### config.mk
export PLATFORM = sky130hd
export DESIGN_NAME = frtid_device_flat
export DESIGN_NICKNAME = d
export VERILOG_FILES = /design/src/frtid_pkg.sv /design/src/frtid_if.sv /design/src/frtid_device.sv /design/src/frtid_sync.sv /design/src/flat_wrapper.sv
export SDC_FILE = /design/constraint.sdc
export NUM_CORES = 1
export LEC_CHECK = 0
export ABC_CLOCK_PERIOD_IN_PS = 2700
export BUFFER_PORTS_ARGS = -buffer_cell sky130_fd_sc_hd__clkbuf_2
export CAP_MARGIN = 30
export CORE_MARGIN = 2
export CORE_UTILIZATION = 35
export CTS_CLUSTER_DIAMETER = 120
export DETAILED_ROUTE_END_ITERATION = 10
export GPL_TIMING_DRIVEN = 0
export SYNTH_ARGS = -nofsm -noshare
export SYNTH_HDL_FRONTEND = slang
export SYNTH_SLANG_ARGS = --single-unit
### constraint.sdc
create_clock -name sys_clk -period 2.7 [get_ports sys_clk]
set_clock_uncertainty 0.2 [all_clocks]
set_input_delay 0.135 -clock sys_clk [delete_from_list [all_inputs] [get_ports sys_clk]]
set_output_delay 0.135 -clock sys_clk [all_outputs]
set_load 0.05 [all_outputs]
### src/frtid_pkg.sv
package frtid_pkg;
  // Opcodes and confirmation byte
  localparam logic [7:0] OP_RST_EN   = 8'h66;
  localparam logic [7:0] OP_RST      = 8'h99;
  localparam logic [7:0] OP_TERM     = 8'hf0;
  localparam logic [7:0] TERM_CONFIRM = 8'hd0;
  localparam logic [7:0] OP_ID_SINGLE = 8'h90;
  localparam logic [7:0] OP_ID_QUAD  = 8'h94;
  localparam logic [7:0] OP_WR_SR    = 8'h71;
  localparam logic [7:0] SR5_OFFSET  = 8'h05;
  localparam int         SR5_RESET_ENABLED_BIT_BIT = 0;
  // Identification codes, arbitrary values
  localparam logic [7:0] MAKER_CODE_DEF = 8'h5a;
  localparam logic [7:0] PART_CODE_DEF  = 8'h3c;
  // Phase boundaries in serial clocks
  localparam logic [5:0] OPC_CLKS      = 6'h08;
  localparam logic [5:0] SID_ADDR_END  = 6'h20;
  localparam logic [5:0] QID_ADDR_END  = 6'h0e;
  localparam logic [5:0] QID_MODE_END  = 6'h10;
  localparam logic [5:0] QID_DUMMY_END = 6'h14;
  // Internal timings
  localparam int SYS_CLK_PERIOD_NS        = 5;
  localparam int SOFTWARE_RESET_START_NS  = 100;
  localparam int TERMINATE_START_NS       = 100;
  localparam int RESET_BUSY_NS            = 200;
  localparam int RESET_START_CYC = SOFTWARE_RESET_START_NS / SYS_CLK_PERIOD_NS;
  localparam int TERM_START_CYC  = TERMINATE_START_NS / SYS_CLK_PERIOD_NS;
  localparam int RESET_BUSY_CYC  = RESET_BUSY_NS / SYS_CLK_PERIOD_NS;
  // Host link timing: serial clock half period and select gap, in sys_clk cycles
  localparam logic [3:0] SCK_HALF_CYC = 4'h4;
  localparam logic [3:0] CS_GAP_CYC   = 4'h8;
  typedef enum logic [1:0] {FRTID_CMD_RESET, FRTID_CMD_TERM, FRTID_CMD_ID1,
                            FRTID_CMD_ID4} frtid_cmd_e;
endpackage

### src/frtid_if.sv
`timescale 1ns/1ps
interface frtid_if;
  logic       cs_n;
  logic       sck;
  logic [3:0] io_host_o;
  logic [3:0] io_host_oe;
  logic [3:0] io_dev_o;
  logic [3:0] io_dev_oe;
  modport device (
    input  cs_n,
    input  sck,
    input  io_host_o,
    input  io_host_oe,
    output io_dev_o,
    output io_dev_oe
  );
  modport host (
    output cs_n,
    output sck,
    output io_host_o,
    output io_host_oe,
    input  io_dev_o,
    input  io_dev_oe
  );
endinterface

### src/frtid_device.sv
`timescale 1ns/1ps
// What this block does
// RQ1: Reset pair clears all state to defaults
// RQ2: Reset-enable opcode shifted MSB first on io0
// RQ3: Host releases select one clock between opcodes
// RQ4: Reset only for back-to-back enable, reset pair
// RQ5: Start reset after release; refuse commands meanwhile
// RQ6: Select release off byte boundary abandons command
// RQ7: Host checks busy and suspend clear first; frtid_host has no busy or suspend input and checks neither
// RQ8: Terminate aborts program or erase to idle
// RQ9: Terminate ignores write-enable latch bit
// RQ10: Terminate needs reset-enabled bit in register five
// RQ11: Wrong confirmation byte ignores whole terminate
// RQ12: Start terminate after release; refuse commands meanwhile
// RQ13: Aborted page contents are not guaranteed
// RQ14: Terminate keeps volatile configuration unchanged
// RQ15: Terminate released off byte boundary goes standby
// RQ16: Single-line ID takes three ignored dummy bytes
// RQ17: Maker then part code, MSB first, io1
// RQ18: Codes repeat while selected; release floats io1
// RQ19: Quad ID: opcode single, address four lines
// RQ20: Mode byte two clocks, then four dummy clocks
// RQ21: Quad byte over two clocks, nibbles on io3..io0
// RQ22: Quad output repeats maker and part codes
// RQ23: Host releases before output; device releases at select
module frtid_device
  import frtid_pkg::*;
#(
  parameter logic [7:0] MAKER_CODE = frtid_pkg::MAKER_CODE_DEF,
  parameter logic [7:0] PART_CODE  = frtid_pkg::PART_CODE_DEF
) (
  // Clock and reset
  input  wire logic sys_clk,
  input  wire logic rst,
  // Link
  frtid_if.device   link,
  // Core status and controls
  input  wire logic busy_flag,
  input  wire logic suspended_operation_flag,
  input  wire logic write_enable_latch_bit,
  output logic      abort_pulse,
  output logic      reset_pulse,
  output logic      reset_enabled_bit,
  output logic      cmd_busy
);
  import frtid_pkg::*;

  logic [5:0] s_sync;
  logic       cs_n_s;
  logic       sck_s;
  logic [3:0] io_s;
  logic       sck_d_reg;
  logic       cs_d_reg;
  logic       rise;
  logic       fall;
  logic       cs_rise;
  logic [5:0] cnt_reg;
  logic [7:0] opc_reg;
  logic [7:0] dat_reg;
  logic       rsten_armed_reg;
  logic       busy_reg;
  logic [7:0] busy_cnt_reg;
  logic       pend_reset_reg;
  logic       pend_term_reg;
  logic [3:0] out_reg;
  logic [3:0] oe_reg;
  logic [3:0] obit_reg;
  logic       out_act;
  logic       quad;
  logic [7:0] id_cur;
  logic [7:0] start_cyc;
  logic       refuse_reg;

  frtid_sync #(.W(6)) u_sync (
    .sys_clk (sys_clk),
    .rst     (rst),
    .d       ({~link.cs_n, link.sck, link.io_host_o}),
    .q       (s_sync)
  );
  // Select passes inverted so that the synchroniser's reset value reads as deselected
  assign cs_n_s = ~s_sync[5];
  assign sck_s  = s_sync[4];
  assign io_s   = s_sync[3:0];

  function automatic logic [7:0] id_byte(input logic sel);
    id_byte = sel ? PART_CODE : MAKER_CODE;
  endfunction

  always_ff @(posedge sys_clk) begin
    if (rst) begin
      sck_d_reg <= 1'b0;
      cs_d_reg  <= 1'b1;
    end else begin
      sck_d_reg <= sck_s;
      cs_d_reg  <= cs_n_s;
    end
  end
  assign rise    = sck_s & ~sck_d_reg & ~cs_n_s;
  assign fall    = ~sck_s & sck_d_reg & ~cs_n_s;
  assign cs_rise = cs_n_s & ~cs_d_reg;
  assign quad    = (opc_reg == OP_ID_QUAD);
  assign id_cur  = id_byte(quad ? obit_reg[1] : obit_reg[3]);

  // A frame opened while busy stays refused to its end, so its tail is never
  // decoded as a fresh command
  always_ff @(posedge sys_clk) begin
    if (rst || cs_n_s) begin
      refuse_reg <= 1'b0;
    end else if (busy_reg) begin
      refuse_reg <= 1'b1; // RQ5 RQ12
    end
  end

  // Bit counter and input shifting
  always_ff @(posedge sys_clk) begin
    if (rst || cs_n_s) begin
      cnt_reg <= '0;
      opc_reg <= '0;
      dat_reg <= '0;
    end else if (rise && !busy_reg && !refuse_reg) begin
      if (cnt_reg != 6'h3f)
        cnt_reg <= cnt_reg + 6'h01;
      if (cnt_reg < OPC_CLKS)
        opc_reg <= {opc_reg[6:0], io_s[0]}; // RQ2
      else if (cnt_reg < OPC_CLKS + OPC_CLKS)
        dat_reg <= {dat_reg[6:0], io_s[0]}; // RQ11
    end
  end

  // Command completion on select release
  always_ff @(posedge sys_clk) begin
    if (rst) begin
      rsten_armed_reg   <= 1'b0;
      reset_enabled_bit <= 1'b0;
      pend_reset_reg    <= 1'b0;
      pend_term_reg     <= 1'b0;
    end else if (reset_pulse) begin
      rsten_armed_reg   <= 1'b0; // RQ1
      reset_enabled_bit <= 1'b0; // RQ1
      pend_reset_reg    <= 1'b0;
    end else if (abort_pulse) begin
      pend_term_reg <= 1'b0; // RQ14
    end else if (cs_rise && !busy_reg && !refuse_reg) begin
      rsten_armed_reg <= 1'b0; // RQ4
      if (cnt_reg[2:0] == 3'h0 && cnt_reg != 6'h00) begin // RQ6 RQ15
        if (cnt_reg == OPC_CLKS && opc_reg == OP_RST_EN)
          rsten_armed_reg <= 1'b1;
        if (cnt_reg == OPC_CLKS && opc_reg == OP_RST && rsten_armed_reg)
          pend_reset_reg <= 1'b1; // RQ4 RQ5
        if (cnt_reg == OPC_CLKS + OPC_CLKS && opc_reg == OP_TERM
            && dat_reg == TERM_CONFIRM && reset_enabled_bit)
          pend_term_reg <= 1'b1; // RQ9 RQ10 RQ11 RQ12
        if (cnt_reg == OPC_CLKS + OPC_CLKS && opc_reg == OP_WR_SR
            && dat_reg == SR5_OFFSET)
          reset_enabled_bit <= 1'b1; // RQ10
      end
    end
  end

  // Start delay then busy window for reset or terminate
  always_ff @(posedge sys_clk) begin
    if (rst) begin
      busy_reg     <= 1'b0;
      busy_cnt_reg <= '0;
      reset_pulse  <= 1'b0;
      abort_pulse  <= 1'b0;
    end else begin
      reset_pulse <= 1'b0;
      abort_pulse <= 1'b0;
      if (!busy_reg && (pend_reset_reg || pend_term_reg)) begin
        busy_reg     <= 1'b1; // RQ5 RQ12
        busy_cnt_reg <= '0;
      end else if (busy_reg) begin
        busy_cnt_reg <= busy_cnt_reg + 8'h01;
        if (busy_cnt_reg == start_cyc) begin
          reset_pulse <= pend_reset_reg; // RQ1
          abort_pulse <= pend_term_reg; // RQ8 RQ13
        end
        if (busy_cnt_reg == 8'(RESET_BUSY_CYC - 1))
          busy_reg <= 1'b0;
      end
    end
  end
  assign cmd_busy = busy_reg;
  assign start_cyc = pend_reset_reg ? 8'(RESET_START_CYC - 1) : 8'(TERM_START_CYC - 1);

  // Output phase and drivers
  assign out_act = quad ? (cnt_reg >= QID_DUMMY_END) : (cnt_reg >= SID_ADDR_END);
  always_ff @(posedge sys_clk) begin
    if (rst || cs_n_s) begin
      out_reg  <= '0;
      oe_reg   <= '0; // RQ18 RQ23
      obit_reg <= '0;
    end else if (fall && out_act && !busy_reg) begin
      if (opc_reg == OP_ID_SINGLE) begin
        out_reg  <= {2'b00, id_cur[3'h7 - obit_reg[2:0]], 1'b0}; // RQ16 RQ17
        oe_reg   <= 4'h2;
        obit_reg <= obit_reg + 4'h1; // RQ18
      end else if (quad) begin
        out_reg  <= obit_reg[0] ? id_cur[3:0]
                                : id_cur[7:4]; // RQ21
        oe_reg   <= 4'hf; // RQ19 RQ20 RQ23
        obit_reg <= {2'b00, obit_reg[1:0] + 2'h1}; // RQ22
      end
    end
  end
  assign link.io_dev_o  = out_reg;
  assign link.io_dev_oe = oe_reg;
endmodule

### src/frtid_sync.sv
`timescale 1ns/1ps
module frtid_sync #(
  parameter int W = 1
) (
  // Clock and reset
  input  wire logic         sys_clk,
  input  wire logic         rst,
  // Data
  input  wire logic [W-1:0] d,
  output logic      [W-1:0] q
);
  logic [W-1:0] meta_reg;
  always_ff @(posedge sys_clk) begin
    if (rst) begin
      meta_reg <= '0;
      q        <= '0;
    end else begin
      meta_reg <= d;
      q        <= meta_reg;
    end
  end
endmodule

### src/flat_wrapper.sv
// flat-port wrapper written by rule: the top's interface ports become plain ports
module frtid_device_flat import frtid_pkg::*;
#(
  parameter logic [7:0] MAKER_CODE = frtid_pkg::MAKER_CODE_DEF,
  parameter logic [7:0] PART_CODE  = frtid_pkg::PART_CODE_DEF
)
  (sys_clk, rst, busy_flag, suspended_operation_flag, write_enable_latch_bit, abort_pulse, reset_pulse, reset_enabled_bit, cmd_busy, link_cs_n, link_sck, link_io_host_o, link_io_host_oe, link_io_dev_o, link_io_dev_oe);
  frtid_if link_i ();
  input  wire logic sys_clk;
  input  wire logic rst;
  input  wire logic busy_flag;
  input  wire logic suspended_operation_flag;
  input  wire logic write_enable_latch_bit;
  output logic abort_pulse;
  output logic reset_pulse;
  output logic reset_enabled_bit;
  output logic cmd_busy;
  input wire logic [$bits(link_i.cs_n)-1:0] link_cs_n;
  input wire logic [$bits(link_i.sck)-1:0] link_sck;
  input wire logic [$bits(link_i.io_host_o)-1:0] link_io_host_o;
  input wire logic [$bits(link_i.io_host_oe)-1:0] link_io_host_oe;
  output wire logic [$bits(link_i.io_dev_o)-1:0] link_io_dev_o;
  output wire logic [$bits(link_i.io_dev_oe)-1:0] link_io_dev_oe;
  assign link_i.cs_n = link_cs_n;
  assign link_i.sck = link_sck;
  assign link_i.io_host_o = link_io_host_o;
  assign link_i.io_host_oe = link_io_host_oe;
  assign link_io_dev_o = link_i.io_dev_o;
  assign link_io_dev_oe = link_i.io_dev_oe;
  frtid_device #(.MAKER_CODE(MAKER_CODE), .PART_CODE(PART_CODE)) u_core (.sys_clk(sys_clk), .rst(rst), .link(link_i), .busy_flag(busy_flag), .suspended_operation_flag(suspended_operation_flag), .write_enable_latch_bit(write_enable_latch_bit), .abort_pulse(abort_pulse), .reset_pulse(reset_pulse), .reset_enabled_bit(reset_enabled_bit), .cmd_busy(cmd_busy));
endmodule
# After elaboration in Yosys (flattened, before gate mapping)
# Cells that the tools add are included.
[totals] input_bits=15 regBits=64 output_inout_bits=12 elab_cells=115
[op_classes] add_sub_neg=5 mux=21 n_reduce_logical=37 n_eq_ne=13 bitwise_logic=15 magnitude_cmp=5
[ops] operator="$eq A8 B8 Y1 const B" count=5
[ops] operator="$mux W4" count=7
[ops] operator="$eq A8 B7 Y1 const B" count=2
[ops] operator="$logic_and A1 B1 Y1" count=16
[ops] operator="$mux W1" count=12
[ops] operator="$reduce_and A4 Y1" count=3
[ops] operator="$not A1 Y1" count=10
[ops] operator="$add A8 B1 Y8 const B" count=1
[ops] operator="$eq A8 B3 Y1 const B" count=1
[ops] operator="$eq A8 B5 Y1 const B" count=1
[ops] operator="$eq A8 B6 Y1 const B" count=1
[ops] operator="$reduce_and A2 Y1" count=4
[ops] operator="$reduce_bool A2 Y1" count=4
[ops] operator="$mux W7" count=1
[ops] operator="$add A6 B1 Y6 const B" count=1
[ops] operator="$eq A6 B4 Y1 const B" count=1
[ops] operator="$eq A6 B5 Y1 const B" count=1
[ops] operator="$ge A6 B5 Y1 const B" count=1
[ops] operator="$ge A6 B6 Y1 const B" count=1
[ops] operator="$lt A6 B4 Y1 const B" count=1
[ops] operator="$lt A6 B5 Y1 const B" count=1
[ops] operator="$ne A6 B6 Y1 const B" count=1
[ops] operator="$reduce_bool A6 Y1" count=1
[ops] operator="$and A1 B1 Y1" count=5
[ops] operator="11 further kinds" count=14

# Depth between registers and ports, before layout
# Gate-level depths: netlist of the first run.
[depth] word_depth=8 depth_mapped=6 depth_no_buf=5

# By module
# From an unflattened synthesis of the first run, not the netlist that was laid out.
[unflattened] hier_cells=268 area_unflattened_um2=2633.8
[by_module_without_submodules] mod="frtid_device" cells_per_inst=243 area_per_inst_um2=2267.2 seq_area_each_um2=1001.0 n_inst=1
[by_module_without_submodules] mod="frtid_sync" cells_per_inst=25 area_per_inst_um2=366.6 seq_area_each_um2=240.2 n_inst=1

# Worst setup path after synthesis of the first run
# OpenSTA, ideal clock, no wires.
[synth_timing] kind="flip-flop to flip-flop" start="register u_core.busy_reg (netlist: u_core.cmd_busy)" end="register u_core.pend_term_reg" arrival_time_ps=1677 slack_ps=764 period_less_slack_ps=1936 stages_incl_launch_ff=6 setup_ps=59 n_path_buf=1 required_ps=2441 cell_sequence="dfxtp_1 > buf_4 > nor4_1 > nand2_1 > nor4_1 > o221a_2"
[synth_between] elab_chain_len=5
[synth_rtl] element="start: declaration" line_no="frtid_device.sv:61" source="logic busy_reg;"
[synth_rtl] element="start signal: assignment" line_no="frtid_device.sv:163" source="busy_reg <= 1'b0;"
[synth_rtl] element="start signal: assignment" line_no="frtid_device.sv:171" source="busy_reg <= 1'b1;"
[synth_rtl] element="start signal: assignment" line_no="frtid_device.sv:180" source="busy_reg <= 1'b0;"
[synth_rtl] element="$logic_not A1 Y1" line_no="frtid_device.sv:143" source="end else if (cs_rise && !busy_reg && !refuse_reg) begin"
[synth_rtl] element="$logic_and A1 B1 Y1 (2 in a row)" line_no="frtid_device.sv:143"
[synth_rtl] element="$reduce_bool A2 Y1 (no line)"
[synth_rtl] element="$reduce_and A4 Y1 (no line)"
[synth_rtl] element="end signal: assignment" line_no="frtid_device.sv:136" source="pend_term_reg <= 1'b0;"
[synth_rtl] element="end signal: assignment" line_no="frtid_device.sv:142" source="pend_term_reg <= 1'b0;"
[synth_rtl] element="end signal: assignment" line_no="frtid_device.sv:152" source="pend_term_reg <= 1'b1;"
[synth_rtl] element="end: declaration" line_no="frtid_device.sv:64" source="logic pend_term_reg;"
# No other way between the ends.
# A chain may end at the register's enable or synchronous reset.

# Final worst setup path of the first run
[layout_timing] start="input rst" end="register u_core.opc_reg[4]"
[layout_between] elab_chain_len=1
[layout_rtl] element="start: declaration" line_no="flat_wrapper.sv:10" source="input wire logic rst;"
[layout_rtl] element="$logic_or A1 B1 Y1" line_no="frtid_device.sv:116" source="if (rst || cs_n_s) begin"
[layout_rtl] element="end signal: assignment" line_no="frtid_device.sv:124" source="opc_reg <= {opc_reg[6:0], io_s[0]};"
[layout_rtl] element="end: declaration" line_no="frtid_device.sv:58" source="logic [7:0] opc_reg;"
# No other way between the ends.

==> summary by stage, run 1 <==
Status
The flow ran to the end, and the final reports show no timing, DRC or antenna violations.

Placement
Buffers placed on the I/O ports in this run total 15. The routability-driven placement congestion ratio is between 0.7 and 0.8. In this run the cell area measured after placement is 2610 um^2. Detailed placement ended at an HPWL of roughly 3300 um.

Floorplan
The total die area is around 7600 um^2. For this configuration, the core starts out at a cell density of between 30 and 40%. 27 I/O pins were placed. The core region is about 6800 um^2.

In this run the horizontal extent of the chip is 87.4 um. From bottom edge to top edge, the die measures approximately 87 um. The initialized floorplan defines 30 standard-cell rows.

CTS
TritonCTS built the clock tree. The number of buffers inserted during clock tree synthesis is 5. The maximum clock insertion buffer count is 2. Hold repair after CTS inserted 7 buffers. The total number of H-tree levels is 2.

The later pin in the worst-skew pair is clocked with a latency of ~0.30 ns. The post-CTS repair timing setup buffer count is 0. Clock-pin slew was measured on the worst setup and hold paths at approximately 0.10 ns. The post-cts sizing count is 0.

The tree is rooted in a clkbuf_8. Clock tree synthesis found a total of 56 sinks.

Pwr
Of the total power, the clock network draws between 30% and 40%. Internal power comes to 0.00103 W. In this run the static leakage power is around 0.96 nW. For this design the total switching power over the nets is 0.000283 W. Dividing total power by cell area gives a power density of between 400 and 500 nW/um^2. The share of total power dissipated in sequential elements is 63.7%. The combinational share of power is ~2.2%. IR analysis of the VDD net gives a maximum drop of approximately 0.3 mV. In this run switching power makes up 21.6% of total power.

STA
For the pin with the worst max-slew slack, the measured transition is 0.614 ns. The final count of pins violating max slew came to 0. Setup repair after global routing left no endpoint under its margin. The final setup violation count is 0. In the final timing run, aggregate negative setup slack is 0 ns. The final count of hold timing violations is 0. In the finished design, the share of the clock period the worst path needs comes to 78.7%. Measured against its own limit, the worst slew margin works out to approximately three fifths.

Derived from the worst setup path, the maximum achievable clock frequency is roughly 0.47 GHz. The shortest period the worst path allows is about 2.1 ns.

Synthesis
The number of warnings printed during yosys synthesis is 0. Synthesis produced a netlist with a net count of around 280. The top flip-flop cell by instance count after synthesis is dfxtp_1. In this run the mean area of a mapped cell was around 9.5 um^2. Yosys mapped a number of flops with a built-in enable equal to 0. After synthesis, the share of flip-flops with an asynchronous set or reset is 0%. Of the synthesized area, sequential elements account for 46.0%. After synthesis the netlist holds a flip-flop and latch count of 56. The gate count after technology mapping is 256. The number of different library cells used by synthesis comes to 49. The cell area after technology mapping is 2440 um^2.

Drt
The number of nets still failing antenna checks after routing is 0. The first-pass iteration count of the detailed router is 4. The wire length per cell is ~13 um. The total length of routed wires is between 4000 and 5000 um. After detailed routing, the number of remaining DRC violations is 0.

The detailed router finished its first iteration with 78 violations. The detail-routed via count per cell is between 5 and 6. The vias after detailed routing is approximately 1.8k.

Worst setup path
The worst setup path is captured at a flip-flop. The worst endpoint required time is between 2 and 3 ns. The endpoint arrival time on the critical path is ~2.2 ns. Of all nets on the critical path, the largest fanout is 10. STA classifies the critical path startpoint as an input port. The critical path in this run is classified as input port to flip-flop.

Final layout
The finished cells cover roughly 2800 um^2. The number of inserted diodes is 0. Of the cells placed in the final design, the portion with a size suffix greater than 1 is 14.0%. In the final design database the tool counted 304 nets. The most common cell after layout, fill and taps aside is dfxtp_1. The area growth from synthesis to layout is 13.6%. In the layout the commonest cells are dfxtp_1, nor2_1, mux2i_1, clkbuf_2, a21oi_1.

Global routing
The met1 track demand over resource is 18.2%. The via count of the first global-routing pass came to between 1.5k and 2k. After global routing, the most crowded layer is met2. After global routing the overflow that remains totals 0. The overall routing resource usage is around an eighth. The initial antenna violation count is 0. For this run, global-route usage on met2 was measured as between 20% and 30%.

The met3 layer usage reported by global route is between 3 and 4%. The first global-routing pass estimated around 8000 um of wire. The maximum number of pins on one net before global-route repair is 18.

Hold path
The path class of the lowest-slack min-delay path is flip-flop to flip-flop.

Flow run
The count of max-cap constraint violations is 0.
logic make-up (layout without fill, tap and decap cells):
| kind of cell | Yosys count | in the layout | synth area share, % |
|---|---|---|---|
| XOR/XNOR | 9 | 9 | 3.24 |
| multiplexers | 19 | 19 | 7.81 |
| flip-flops | 56 | 56 | 46.0 |
| AND/OR/NAND/NOR | 115 | 115 | 26.9 |
| buffers and inverters | 19 | 48 | 4.16 |
| adder cells (fa/ha/maj) | 4 | 4 | 2.05 |
| AO/OA/AOI/OAI | 34 | 34 | 9.81 |
cells in the mapped netlist (all sizes together), types with 2 or more instances:
| cell | count | area [um^2] |
|---|---|---|
| dfxtp | 56 | 1120 |
| nor2 | 43 | 161 |
| mux2i | 19 | 190 |
| a21oi | 10 | 50.1 |
| buf | 10 | 67.6 |
| nand2 | 9 | 33.8 |
| nand3 | 9 | 45.0 |
| nand4 | 9 | 56.3 |
| nor2b | 7 | 43.8 |
| inv | 6 | 22.5 |
| nor4 | 6 | 37.5 |
| xor2 | 6 | 52.6 |
| o21a | 5 | 37.5 |
| o21ai | 5 | 25.0 |
| o31ai | 5 | 37.5 |
| or3 | 5 | 36.3 |
| ha | 4 | 50.1 |
| nor3 | 4 | 31.3 |
| and2 | 3 | 18.8 |
| and3b | 3 | 27.5 |
| clkbuf | 3 | 11.3 |
| nand3b | 3 | 22.5 |
| nor3b | 3 | 22.5 |
| xnor2 | 3 | 26.3 |
| and4bb | 2 | 25.0 |
| o211ai | 2 | 15.0 |
layer usage:
metal | routed length, um | part of all wire (%)
met3 | 128 | 2.8
met2 | 2080 | 45
met5 | 0 | 0
met1 | 2410 | 52
met4 | 21 | 0.45
per-stage QoR:
step                      hold WS [ns]  std cells  power [W]  utilization, %  setup WS (ns)
after floorplan                0.00169        256   0.000866               -          0.764
after global placement          0.0874        351   0.000873            38.6          0.686
after detailed placement        0.0882        351   0.000874            38.6          0.681
after CTS                        0.247        365    0.00134            40.9          0.585
after global routing             0.274        365    0.00137            40.9          0.390
final                            0.243        365    0.00131            40.9          0.574
cell type report:
type / instances / area [um^2]
Sequential cell: 56 / 1120
Inverter: 6 / 22.5
Clock inverter: 2 / 16.3
Timing Repair Buffer: 22 / 145
Multi-Input combinational cell: 181 / 1210
Buffer: 13 / 78.8
Fill cell: 686 / 3990
Clock buffer: 5 / 68.8
Tap cell: 80 / 100
critical path, cell delays in order:
cell	delay, ns
dlygate4sd3_1	0.53
buf_2	0.19
nor2b_1	0.44
inv_1	0.17
clkbuf_1	0.26
clkbuf_1	0.29
nor2_1	0.15
power by group through the flow:
stage / combinational (W) / clock, W / sequential [W]
after detailed placement: 0.0000211 / 0 / 0.000853
after global routing: 0.0000315 / 0.000503 / 0.000835
after CTS: 0.0000288 / 0.000474 / 0.000833
after global placement: 0.0000207 / 0 / 0.000852
final: 0.0000285 / 0.000447 / 0.000833
after floorplan: 0.0000144 / 0 / 0.000852
path summary, 6_finish.rpt:
| check | from | end | slack [ns] | depth (start not counted) |
|---|---|---|---|---|
| max | rst | u_core.opc_reg[4] | 0.57 | 7 |
| min | u_core.u_sync.meta_reg[5] | u_core.u_sync.q[5] | 0.24 | 1 |
| max reg2reg | u_core.cmd_busy | u_core.pend_term_reg | 0.66 | 5 |
| min reg2reg | u_core.u_sync.meta_reg[5] | u_core.u_sync.q[5] | 0.24 | 1 |
No activity file was read; power rests on OpenSTA's default activity.
==> inputs of run 2 (changes only) <==
ABC_AREA = 1   (was default)
ABC_CLOCK_PERIOD_IN_PS = 2100   (was 2700)
clock period = 2.1 ns   (was 2.7 ns; I/O delays follow)
==> run 2 against run 1 <==
Sequential share of layout area decreased by 0.63 points. Via count up 16%. Cell area up 1.6%. Clock power up 32%. Non-clock buffer count shrank 6. Global-route usage increased by 0.90 points. Count of clock-buffer cells in the layout up 1. Critical path type is now flip-flop to flip-flop.
==> summary by stage, run 2 <==
Status
The run finished with clean final reports.

Pwr
The worst ir drop on vdd is around 0.34 mV. Dividing total power by cell area gives a power density of around 600 nW/um^2. The static leakage is 1.06 nW.

Hold path
The start point of the worst min-delay path is u_core.u_sync.meta_reg[5]. The tightest min-delay check is of the flip-flop to flip-flop type. Along the worst hold path, the cell count comes to 2.

Final layout
The area growth from synthesis to layout is 13.3%. 0 antenna diodes ended up in the layout. In the layout the commonest cells are dfxtp_1, nor2_1, inv_1, nand2_1, a21oi_1. For this run, the post-layout net count is about 380. The layout filler cell count is 726. The count of cells in the finished layout, fillers not included, comes to ~460. The finished cells cover approximately 2800 um^2.

The library cell used most frequently in the layout, excluding fill and tap cells, is dfxtp_1. The post-route netlist has roughly an eighth of its cells at a drive strength greater than 1.

Synthesis
Of the post-synthesis cell area, the dominant cell type holds a little under half. In this run the cell area of the synthesized design comes to 2480 um^2. The share of async-settable or async-resettable flops after synthesis is 0%. The most common cell in the netlist is dfxtp_1. By count the netlist is led by dfxtp_1, nor2_1, inv_1. The most used flip-flop cell after synthesis is dfxtp_1.

Sorting the synthesized cells by area gives the leading types as dfxtp_1, nor2_1, inv_1. The biggest area consumer among synthesized cells is dfxtp_1. The share of synthesized area occupied by flip-flops and latches is a little under half. The number of warnings printed during yosys synthesis is 0. Counting distinct cell types in the post-synthesis netlist gives 31. The gate count after technology mapping is ~340. The number of nets in the synthesized netlist is about 360. The synthesized area per cell is 7.36 um^2.

The register bit count reported by yosys is 56. In this run, synthesis inferred 0 flip-flops with an integrated enable.

CTS
The clock-pin slew reported for the worst setup and hold paths after clock tree synthesis is 0.10 ns. The H-tree was split into 2 levels. The hold-fix buffer count after cts is 4. In this run the clock root is driven by a clkbuf_8. TritonCTS built the clock tree. Counting every sink on the clock net gives between 50 and 60. The clock reaches the later pin of the worst-skew pair after 0.31 ns.

In this run the post-CTS setup repair buffer count came out at 0. Gates resized during post-CTS repair numbered 0. The longest clock path from root to sink contains 2 buffers. Clock tree synthesis inserted a total of 5 buffers.

Floorplan
The horizontal die dimension is between 80 and 90 um. The core footprint is just under 7000 um^2. The count of standard-cell rows is 30.

The initial utilization of the core area, before any placement, comes to between 30% and 40%. The total die area is roughly 7800 um^2. Pin placement for this block handled 27 I/O pins. From bottom edge to top edge, the die measures around 90 um.

Worst setup path
The start-to-end type of the worst setup path is flip-flop to flip-flop. The reg-to-reg critical path startpoint is u_core.opc_reg[6]. The number of cells on the worst reg-to-reg path is 11. The type of destination of the critical path is a flip-flop. For the worst setup path, the data arrival time is between 1.5 and 2 ns.

The startpoint type of the worst setup path is a flip-flop. The launch point of the worst path is u_core.opc_reg[6]. Along the worst path, the maximum fanout reaches 10. At the worst endpoint, the required time is ~2.2 ns.

Placement
Once detailed placement completed, the half-perimeter wirelength came to roughly 3700 um. Routability-driven placement finished with a final weighted congestion of between 0.8 and 0.9. The cell area after placement is 2680 um^2. Including well taps, the total number of placed cells is ~450.

In this run the tool buffered the top-level ports with 16 buffer cells.

Drt
In the routed layout, each cell is associated on average with a via count of 4.62. The count of nets left with antenna violations once routing finished came out at 0. The vias after detailed routing is between 2k and 2.5k. The total length of routed wires is approximately 5000 um. In the final routed layout, each cell accounts on average for 10.8 um. The count of routing violations after the opening detailed-route iteration is 96.

The first detailed-routing pass took 4 iterations. After detailed routing, the number of remaining DRC violations is 0.

STA
Setup repair after global routing left no endpoint under its margin. Hold timing on the final database bottoms out at a slack of 0.207 ns. Static timing analysis puts the maximum clock frequency at 0.566 GHz. The setup TNS after final layout is 0 ns. The worst pin sits at a relative slew slack of a little over two thirds. The shortest period the worst path allows is approximately 1.8 ns. Setup violations remaining at the end of the flow were counted as 0. For the pin with the worst max-slew slack, the measured transition is about 0.45 ns. The final count of pins violating max slew was 0.

The final count of hold timing violations is 0. After layout, the worst path uses between 80% and 90% of the clock period.

Global routing
The first global-routing pass estimated about 8600 um of wire. For this run the aggregate overflow at the end of global routing stands at 0. The initial antenna violation count is 0.

Entering global routing, the biggest net connects 18 pins. The via count of the first global-routing pass came to slightly below 2k. Global routing used around 14% of the available tracks across all layers.

Flow run
The count of max-cap constraint violations is 0.
## run 2: logic make-up (layout without fill, tap and decap cells)
logic type      after synthesis  in the layout  synth area share (%)
simple gates                156            156                  29.3
buf+inv                      56             84                  9.33
xor+xnor                      1              1                 0.353
flops                        56             56                  45.2
fa+ha+maj                     4              4                  2.02
compound gates               64             64                  13.8
## run 2: final cells by class
type	count	area [um^2]	share of cell area, %
plain buffers	9	53.8	1.91
clock buffers	6	72.6	2.58
clock inverters	2	16.3	0.579
inverters	47	178	6.32
multi-input cells	225	1130	40.2
flip-flops and latches	56	1120	39.9
well taps	96	120	4.27
repair buffers	20	120	4.27
## run 2: power breakdown
group / internal, W / leakage (nW) / switching [W]
registers: 0.00107 / 0.452 / 0.00000324
clock network: 0.000238 / 0.0414 / 0.000350
logic: 0.0000154 / 0.568 / 0.0000232
## run 2: per-layer routing
metal / wire, um / up-vias / GRT usage [%]
li1: - / 1148 / -
met2: 2270 / 26 / 22.8
met1: 2520 / 953 / 18.8
met4: 40 / 0 / 4.13
met5: 0 / - / 0
met3: 147 / 5 / 3.11
## run 2: final timing paths
path                                                end  slack (ns)
worst max-delay path            u_core.link.io_dev_o[1]        0.33
worst min-delay path                 u_core.u_sync.q[5]        0.21
worst max register to register  u_core.link.io_dev_o[1]        0.33
worst min register to register       u_core.u_sync.q[5]        0.21
## run 2: critical path, cell delays in order (launching register included)
cell and delay (ns):
dfxtp_1 0.32, inv_1 0.11, nand2_1 0.10, nor2_4 0.14
nor2b_4 0.22, nand2_2 0.08, a21oi_4 0.13, buf_6 0.15
nand2_2 0.06, clkinv_2 0.05, nand2_2 0.05, a21oi_2 0.10
## run 2: through the flow
stage	setup slack, ns	total power (W)	util [%]
after floorplan	0.146	0.00112	-
after global placement	0.344	0.00113	39.2
after detailed placement	0.349	0.00113	39.2
after CTS	0.315	0.00172	41.1
after global routing	0.128	0.00176	41.1
final	0.334	0.00170	41.1
